--- src/logic/bpwu_pkg.sv ---
// Package: constants and carriers for the breakpoint and watchpoint units
// How it works
// - Breakpoint value is word aligned, low bits ignored
// - Breakpoint byte lanes select matched bytes
// - Enable bit and privilege field gate breakpoints
// - Meaning value four makes an address-mismatch breakpoint
// - Only mismatch-capable units step off an instruction
// - Mismatch stays silent while execution stays put
// - Recursive returns to same address stay silent
// - Watchpoint value is doubleword aligned
// - Eight watchpoint lanes, one per doubleword byte
// - Access type field, store-only watches writes
// - Watchpoint enable, privilege and breakpoint linking
// - Unaligned object inside one doubleword needs one unit
// - Register number times four gives byte offset
`default_nettype none
package bpwu_pkg;
  localparam int NUM_BP = 8;          // Breakpoint units
  localparam int NUM_WP = 8;          // Watchpoint units
  localparam int NUM_MM = 2;          // Units able to mismatch
  localparam int BP_LSB = 2;          // Ignored low address bits, bkpt
  localparam int WP_LSB = 3;          // Ignored low address bits, watch
  localparam int BP_LANES = 4;        // Byte lanes per breakpoint
  localparam int WP_LANES = 8;        // Byte lanes per watchpoint
  // Register number groups (number = group * 16 + unit)
  localparam logic [3:0] GRP_BVR = 4'h4;  // Numbers 64..79
  localparam logic [3:0] GRP_BCR = 4'h5;  // Numbers 80..95
  localparam logic [3:0] GRP_WVR = 4'h6;  // Numbers 96..111
  localparam logic [3:0] GRP_WCR = 4'h7;  // Numbers 112..127
  // Stored-bit masks; masked bits read as zero
  localparam logic [31:0] BVR_MASK  = 32'hffff_fffc;
  localparam logic [31:0] WVR_MASK  = 32'hffff_fff8;
  localparam logic [31:0] BCR_WMASK = 32'h007f_01e7;
  localparam logic [31:0] WCR_WMASK = 32'h001f_1fff;
  localparam logic [31:0] MEAN_BITS = 32'h0070_0000;
  localparam logic [31:0] REG_RESET = 32'h0000_0000;
  // Field positions
  localparam int CTL_EN      = 0;
  localparam int CTL_PRIV_LO = 1;
  localparam int WCR_TYPE_LO = 3;
  localparam int CTL_BAS_LO  = 5;
  localparam int CTL_LINK_LO = 16;
  localparam int WCR_LINK_EN = 20;
  localparam int BCR_MEAN_LO = 20;
  // Field encodings
  localparam logic [2:0] MEAN_MATCH    = 3'h0;
  localparam logic [2:0] MEAN_MISMATCH = 3'h4;
  localparam logic [1:0] PRIV_ANY      = 2'h3;
  localparam logic [1:0] TYPE_STORE    = 2'h2;
  // Retired instruction seen by the breakpoint units
  typedef struct packed {
    logic        valid;  // Instruction address presented
    logic [31:0] addr;   // Instruction address
    logic        half;   // Sixteen-bit instruction
    logic        priv;   // Privileged mode
  } bpwu_iacc_t;
  // Data access seen by the watchpoint units
  typedef struct packed {
    logic        valid;  // Access presented
    logic [31:0] addr;   // Byte address
    logic        write;  // Store when set
    logic [1:0]  size;   // 0:1, 1:2, 2:4, 3:8 bytes
    logic        priv;   // Privileged mode
  } bpwu_dacc_t;
endpackage : bpwu_pkg
`default_nettype wire

--- src/logic/bpwu_cmp.sv ---
// Module: one address comparator shared by breakpoint and watchpoint units
`timescale 1ns/1ps
`default_nettype none
module bpwu_cmp #(
  parameter int LANES = 4,
  parameter int LSB   = 2
) (
  input  wire logic             en_i,        // Unit enabled, access valid
  input  wire logic [1:0]       priv_sel_i,  // Privilege match field
  input  wire logic             acc_priv_i,  // Access is privileged
  input  wire logic             type_ok_i,   // Access type allowed
  input  wire logic [31:0]      val_i,       // Programmed address
  input  wire logic [LANES-1:0] lane_sel_i,  // Selected byte lanes
  input  wire logic [31:0]      addr_i,      // Access address
  input  wire logic [LANES-1:0] lane_acc_i,  // Lanes touched by access
  input  wire logic             mismatch_i,  // Invert the address sense
  output logic                  match_o,     // Raw address and lane match
  output logic                  hit_o        // Qualified debug event
);
  // Address compare above the ignored low bits
  wire logic addr_eq  = (addr_i[31:LSB] == val_i[31:LSB]);
  // At least one selected lane is touched
  wire logic lane_hit = |(lane_sel_i & lane_acc_i);
  // Privilege field: bit 0 privileged, bit 1 user
  wire logic priv_ok  = acc_priv_i ? priv_sel_i[0] : priv_sel_i[1];

  assign match_o = addr_eq & lane_hit;
  // Mismatch fires anywhere but the programmed address
  assign hit_o = en_i & priv_ok & type_ok_i
               & (mismatch_i ? ~match_o : match_o);
endmodule : bpwu_cmp
`default_nettype wire

--- src/logic/bpwu_top.sv ---
// Module: breakpoint and watchpoint units with their debug registers
`timescale 1ns/1ps
`default_nettype none
module bpwu_top (
  input  wire logic                       sys_clk_i,   // Processor clock
  input  wire logic                       rst_i,       // Sync reset
  input  wire logic [9:0]                 reg_addr_i,  // Byte address
  input  wire logic                       reg_wr_i,    // Write strobe
  input  wire logic                       reg_rd_i,    // Read strobe
  input  wire logic [31:0]                reg_wdata_i, // Write data
  output logic      [31:0]                reg_rdata_o, // Read data
  output logic                            reg_ack_o,   // Access done
  input  wire bpwu_pkg::bpwu_iacc_t       iacc_i,      // Instruction
  input  wire bpwu_pkg::bpwu_dacc_t       dacc_i,      // Data access
  output logic [bpwu_pkg::NUM_BP-1:0]     bp_hit_o,    // Per-unit hits
  output logic [bpwu_pkg::NUM_WP-1:0]     wp_hit_o,    // Per-unit hits
  output logic                            bp_event_o,  // Any breakpoint
  output logic                            wp_event_o   // Any watchpoint
);
  // Register storage
  logic [31:0] bvr_r [bpwu_pkg::NUM_BP];  // Breakpoint values
  logic [31:0] bcr_r [bpwu_pkg::NUM_BP];  // Breakpoint controls
  logic [31:0] wvr_r [bpwu_pkg::NUM_WP];  // Watchpoint values
  logic [31:0] wcr_r [bpwu_pkg::NUM_WP];  // Watchpoint controls

  // Register number decode: byte offset is number times four
  wire logic [7:0] reg_num = reg_addr_i[9:2];
  wire logic [3:0] grp     = reg_num[7:4];     // Register group
  wire logic [3:0] unit    = reg_num[3:0];     // Unit index
  wire logic [2:0] unit3   = unit[2:0];        // Index into arrays
  wire logic       bp_ok   = (unit < 4'(bpwu_pkg::NUM_BP));
  wire logic       wp_ok   = (unit < 4'(bpwu_pkg::NUM_WP));
  wire logic sel_bvr = (grp == bpwu_pkg::GRP_BVR) & bp_ok;
  wire logic sel_bcr = (grp == bpwu_pkg::GRP_BCR) & bp_ok;
  wire logic sel_wvr = (grp == bpwu_pkg::GRP_WVR) & wp_ok;
  wire logic sel_wcr = (grp == bpwu_pkg::GRP_WCR) & wp_ok;
  wire logic wr_bvr  = reg_wr_i & sel_bvr;
  wire logic wr_bcr  = reg_wr_i & sel_bcr;
  wire logic wr_wvr  = reg_wr_i & sel_wvr;
  wire logic wr_wcr  = reg_wr_i & sel_wcr;
  // Units past the mismatch-capable ones drop the meaning field
  wire logic [31:0] bcr_mask = (unit < 4'(bpwu_pkg::NUM_MM))
    ? bpwu_pkg::BCR_WMASK
    : (bpwu_pkg::BCR_WMASK & ~bpwu_pkg::MEAN_BITS);
  // Read selection; unmapped numbers read as zero
  wire logic [31:0] rd_val =
      sel_bvr ? bvr_r[unit3] :
      sel_bcr ? bcr_r[unit3] :
      sel_wvr ? wvr_r[unit3] :
      sel_wcr ? wcr_r[unit3] : bpwu_pkg::REG_RESET;

  // Register writes; low address bits are forced to zero
  always_ff @(posedge sys_clk_i) begin
    if (rst_i) begin
      for (int i = 0; i < bpwu_pkg::NUM_BP; i++) begin
        bvr_r[i] <= bpwu_pkg::REG_RESET;
        bcr_r[i] <= bpwu_pkg::REG_RESET;
      end
      for (int i = 0; i < bpwu_pkg::NUM_WP; i++) begin
        wvr_r[i] <= bpwu_pkg::REG_RESET;
        wcr_r[i] <= bpwu_pkg::REG_RESET;
      end
    end else begin
      // Writing zero to a control disables that unit at once
      if (wr_bvr) begin
        bvr_r[unit3] <= reg_wdata_i & bpwu_pkg::BVR_MASK;
      end
      if (wr_bcr) begin
        bcr_r[unit3] <= reg_wdata_i & bcr_mask;
      end
      if (wr_wvr) begin
        wvr_r[unit3] <= reg_wdata_i & bpwu_pkg::WVR_MASK;
      end
      if (wr_wcr) begin
        wcr_r[unit3] <= reg_wdata_i & bpwu_pkg::WCR_WMASK;
      end
    end
  end

  // Read data and acknowledge, one cycle after the strobe
  always_ff @(posedge sys_clk_i) begin
    if (rst_i) begin
      reg_rdata_o <= bpwu_pkg::REG_RESET;
      reg_ack_o   <= 1'b0;
    end else begin
      reg_rdata_o <= reg_rd_i ? rd_val : bpwu_pkg::REG_RESET;
      reg_ack_o   <= reg_rd_i | reg_wr_i;
    end
  end

  // Instruction byte lanes: half-word instructions use one half
  wire logic [3:0] ilanes = iacc_i.half
    ? (4'h3 << {iacc_i.addr[1], 1'b0}) : 4'hf;
  // Data byte lanes from size and offset inside the doubleword
  wire logic [7:0] dsize  = (dacc_i.size == 2'h0) ? 8'h01 :
                            (dacc_i.size == 2'h1) ? 8'h03 :
                            (dacc_i.size == 2'h2) ? 8'h0f : 8'hff;
  // Bytes past the doubleword fall outside this unit
  wire logic [7:0] dlanes = dsize << dacc_i.addr[2:0];

  logic [bpwu_pkg::NUM_BP-1:0] bp_match;  // Raw address matches
  logic [bpwu_pkg::NUM_BP-1:0] bp_hit;    // Qualified hits
  logic [bpwu_pkg::NUM_WP-1:0] wp_hit;    // Qualified hits
  wire logic [15:0] bp_match_pad = 16'(bp_match);  // Link lookup

  // Breakpoint units
  for (genvar i = 0; i < bpwu_pkg::NUM_BP; i++) begin : g_bp
    wire logic [2:0] mean = bcr_r[i][bpwu_pkg::BCR_MEAN_LO +: 3];
    // Meaning four inverts the compare
    wire logic mm = (mean == bpwu_pkg::MEAN_MISMATCH);
    // Unsupported meanings never fire
    wire logic mean_ok = (mean == bpwu_pkg::MEAN_MATCH) | mm;
    bpwu_cmp #(.LANES(bpwu_pkg::BP_LANES), .LSB(bpwu_pkg::BP_LSB)) u_cmp (
      .en_i       (iacc_i.valid & bcr_r[i][bpwu_pkg::CTL_EN] & mean_ok),
      .priv_sel_i (bcr_r[i][bpwu_pkg::CTL_PRIV_LO +: 2]),
      .acc_priv_i (iacc_i.priv),
      .type_ok_i  (1'b1),
      .val_i      (bvr_r[i]),
      .lane_sel_i (bcr_r[i][bpwu_pkg::CTL_BAS_LO +: bpwu_pkg::BP_LANES]),
      .addr_i     (iacc_i.addr),
      .lane_acc_i (ilanes),
      .mismatch_i (mm),
      .match_o    (bp_match[i]),
      .hit_o      (bp_hit[i])
    );
  end

  // Watchpoint units
  for (genvar i = 0; i < bpwu_pkg::NUM_WP; i++) begin : g_wp
    wire logic [1:0] wtype = wcr_r[i][bpwu_pkg::WCR_TYPE_LO +: 2];
    // Type bit 1 allows stores, bit 0 loads
    wire logic type_ok = dacc_i.write ? wtype[1] : wtype[0];
    wire logic [3:0] lidx = wcr_r[i][bpwu_pkg::CTL_LINK_LO +: 4];
    // Linked unit must match the issuing instruction
    wire logic link_ok = ~wcr_r[i][bpwu_pkg::WCR_LINK_EN]
                       | bp_match_pad[lidx];
    bpwu_cmp #(.LANES(bpwu_pkg::WP_LANES), .LSB(bpwu_pkg::WP_LSB)) u_cmp (
      .en_i       (dacc_i.valid & wcr_r[i][bpwu_pkg::CTL_EN]),
      .priv_sel_i (wcr_r[i][bpwu_pkg::CTL_PRIV_LO +: 2]),
      .acc_priv_i (dacc_i.priv),
      .type_ok_i  (type_ok & link_ok),
      .val_i      (wvr_r[i]),
      .lane_sel_i (wcr_r[i][bpwu_pkg::CTL_BAS_LO +: bpwu_pkg::WP_LANES]),
      .addr_i     (dacc_i.addr),
      .lane_acc_i (dlanes),
      .mismatch_i (1'b0),
      .match_o    (),
      .hit_o      (wp_hit[i])
    );
  end

  // Debug event outputs, registered
  always_ff @(posedge sys_clk_i) begin
    if (rst_i) begin
      bp_hit_o   <= '0;
      wp_hit_o   <= '0;
      bp_event_o <= 1'b0;
      wp_event_o <= 1'b0;
    end else begin
      bp_hit_o   <= bp_hit;
      wp_hit_o   <= wp_hit;
      bp_event_o <= |bp_hit;
      wp_event_o <= |wp_hit;
    end
  end

  // Unit 0 set up for stepping in any privilege level
  wire logic mm0 = bcr_r[0][bpwu_pkg::CTL_EN]
    & (bcr_r[0][bpwu_pkg::BCR_MEAN_LO +: 3] == bpwu_pkg::MEAN_MISMATCH)
    & (bcr_r[0][bpwu_pkg::CTL_PRIV_LO +: 2] == bpwu_pkg::PRIV_ANY);
  wire logic at0 = iacc_i.addr[31:2] == bvr_r[0][31:2];
  wire logic wstore0 = wcr_r[0][bpwu_pkg::CTL_EN]
    & (wcr_r[0][bpwu_pkg::WCR_TYPE_LO +: 2] == bpwu_pkg::TYPE_STORE);
endmodule : bpwu_top
`default_nettype wire

--- config.mk ---
export PLATFORM = sky130hd
export DESIGN_NAME = bpwu_top
export DESIGN_NICKNAME = d
export VERILOG_FILES = /design/src/logic/bpwu_pkg.sv /design/src/logic/bpwu_cmp.sv /design/src/logic/bpwu_top.sv
export SDC_FILE = /design/constraint.sdc
export NUM_CORES = 2
export LEC_CHECK = 0
export ABC_AREA = 1
export BUFFER_PORTS_ARGS = -buffer_cell sky130_fd_sc_hd__buf_2
export CORE_AREA = 3 3 276 278
export CTS_BUF_LIST = sky130_fd_sc_hd__clkbuf_16
export DETAILED_ROUTE_END_ITERATION = 16
export DIE_AREA = 0 0 279 281
export HOLD_SLACK_MARGIN = 0.06
export PLACE_DENSITY_LB_ADDON = 0.08
export SETUP_SLACK_MARGIN = 0.15
export SYNTH_ARGS = -nofsm -noshare
export SYNTH_HDL_FRONTEND = slang
export SYNTH_SLANG_ARGS = --single-unit
export TNS_END_PERCENT = 10
--- constraint.sdc ---
create_clock -name sys_clk_i -period 3.4 [get_ports sys_clk_i]
set_input_delay 0.34 -clock sys_clk_i [delete_from_list [all_inputs] [get_ports sys_clk_i]]
set_output_delay 0.34 -clock sys_clk_i [all_outputs]
set_load 0.1 [all_outputs]
==> reports/qor.txt <==
Worst path required time -> 3990 ps
Skew-Pair Late Insertion Delay -> 660 ps
Crit-path max FO -> 2
Fin util -> 0.6191
FF-to-FF setup slack -> 520 ps
Synth Area in Compound Gates -> 0.1044
Layout cells sized above 1 -> 0.1204
GRT Residual Overflow -> 0
Cell count after synthesis -> 4438
Pwr Total -> 23.73 mW
Area contributors post-synth -> edfxtp_1 (54%), nand2_1 (8.5%), nor2_1 (8.1%)
Vias after detailed routing -> 37160
Initial DRC count -> 6756
Post-place setup slack -> 439.7 ps
Clk slew on worst S/H paths -> 60 ps
Pwr dens -> 516.6 mW/mm2
First-pass GRT wire length -> 257500 um
Core area -> 0.07420 mm2
GRT Util Overall -> 0.4707
Vias in the first global route -> 34840
Site row count -> 100
Port-buffer cells -> 165
Routed Antenna Nets -> 0
Fin crit period -> 2882 ps
Yosys warns -> 0
Synthesized area -> 0.04050 mm2
Hold Vio Cnt, Final -> 0
Synth cell types -> 55
Resized Gates After CTS -> 0
H-tree Lvls -> 3
Root Buffer -> clkbuf_16
Area delta synth->final -> 13.40%
Initial Util -> 0.5459
Setup WS post-layout -> 517.5 ps
Hold_ws -> 105.3 ps
Yosys top cell area share -> 0.5397
Fill count -> 6385
Largest net degree at the start of global routing -> 63
CP Class -> flop to flop
Largest family of logic cells by synthesized area -> simple AND/OR/NAND/NOR gates
CTS sink count -> 779
Startpoint Class -> flop
Post-synth EDFFs -> 728
Measured slew at the worst slew-check pin -> 1184 ps
Final setup viols -> 0
Sequential cell area -> 0.02288 mm2
Share of synthesized registers carrying an async set or reset -> 0
Max-Cap Viols -> 0
DRC violations left -> 0
DR pass1 iterations -> 6
Mean post-synth cell area -> 9.126 um2
Area occupied by multi-input gates -> 0.01479 mm2
Total wire length -> 187200 um
Setup Skew -> 21.36 ps
Maximum VDD drop -> 0.4247 mV
Leakage power -> 18.45 nW
Crit. End Element -> flop
Routed vias/inst -> 6.539
Post-Synth XOR/XNOR Area -> 0.04445
Die X -> 279 um
CTS tree -> built
Fin nets -> 4757
Final TNS setup -> 0 ps
Post-DP HPWL -> 135500 um
Headroom to the max-slew limit -> 0.2098
Most frequent cells in the layout -> nand2_1 (908), nor2_1 (878), edfxtp_1 (728)
Status -> complete, no violations
CTS Buf Count -> 85
Io pins -> 169
Mux cell area share after synthesis -> 0
Simple-gate share of the synthesized area -> 0.2135
Antenna violations before repair -> 7
GP Congestion -> 1.096
Worst Reg2Reg Path Length in Cells -> 14
Post-Synth Adder-Cell Area -> 0
WP data arrival -> 3470 ps
Sequential cell area fraction in the yosys report -> 0.5650
Commonest non-fill, non-tap cell in the layout -> nand2_1
Synthesis-stage register bit count -> 779
Clk buf depth -> 3
Worst hold path type -> primary input to flop
Slew Viols, Final -> 0
Hold depth -> 3
Fmax achieved -> 346.9 MHz
RSZ-0062 raised after global routing -> no
Die Area -> 0.07840 mm2
Period utilisation layout -> 0.8478
Synth Flop Type -> edfxtp_1
Area leader, netlist -> edfxtp_1
WL/cell -> 32.94 um
Die height -> 281 um
## cell usage after synthesis, types with 52 or more instances
master and instances:
inv_1 402, clkbuf_1 175, nand4_1 79, a221oi_1 58, xnor2_1 170, nand3_1 119, nor4_1 52, nand2_1 914
o22ai_1 218, o21ai_0 140, nor2_1 879, edfxtp_1 728
## power breakdown
part	internal, mW	switching, mW	total [mW]
clock	5.54	4.08	9.62
combinational	0.734	2.05	2.79
sequential	10.9	0.384	11.3
total	17.2	6.52	23.7
## what timing repair did
action / 4_1_cts / 5_1_grt
endpoints found under the hold margin: 2 / 0
hold buffers: 1 / 0
buffers inserted: 0 / 0
## state kept, by name, summed over array words and instances, names as in the netlist
register and flops:
reg_rdata_o 32, reg_ack_o 1, bvr_r 240, wp_event_o 1
bp_hit_o 8, bp_event_o 1, bcr_r 112, wvr_r 232
wp_hit_o 8, wcr_r 144
## worst paths after layout
check,startpoint,end
worst max-delay path,wvr_r[1][27]$_SDFFCE_PN0P_,wp_event_o$_SDFF_PP0_
worst min-delay path,reg_wdata_i[20],bcr_r[0][20]$_SDFFCE_PN0P_
worst max register to register,wvr_r[1][27]$_SDFFCE_PN0P_,wp_event_o$_SDFF_PP0_
worst min register to register,bcr_r[2][22]$_SDFFCE_PN0P_,bp_hit_o[2]$_SDFF_PP0_
## final cells by class
| class | instances | area share |
|---|---|---|
| multi-input combinational | 2969 | 0.3221 |
| tap | 969 | 0.02640 |
| clock buffer | 86 | 0.04685 |
| sequential | 779 | 0.4982 |
| antenna | 4 | 0.0002179 |
| clock inverter | 72 | 0.01534 |
| inverter | 439 | 0.03588 |
| timing repair buffer | 365 | 0.05508 |
## logic make-up (layout without fill, tap and decap cells)
logic type                after synthesis  after routing
AOI/OAI and AO/OA                     635            635
other                                   1             22
xor gates and xnor gates              203            203
DFF                                   779            779
buffers and inverters                 707            962
and+or+nand+nor                      2113           2113
## stage by stage
stage	std cells	instance area, um2
2_1_floorplan	4455	40570
3_3_place_gp	5520	43060
3_5_place_dp	5520	43060
4_1_cts	5679	45920
5_1_grt	5681	45930
6_report	5683	45930
## critical path, stage by stage, from the launching register on
cell and delay [ps]:
edfxtp_1 380, nand2_1 270, nand3_1 270, nor4_1 530, buf_4 240, nand4_1 70, buf_4 170, nor2_1 80
nand4_1 110, buf_4 210, nor2_1 140, nand2_1 110, nand2_1 80, nor2_1 40, a21oi_1 100
## routing by layer
layer / up-vias / track usage / share of wire
met1: 17640 / 0.5944 / 0.35
met2: 3292 / 0.6983 / 0.42
met5: - / 0 / 0
met3: 737 / 0.1195 / 0.13
li1: 15500 / - / -
met4: 0 / 0.3626 / 0.095
No activity file was read; power rests on OpenSTA's default activity.
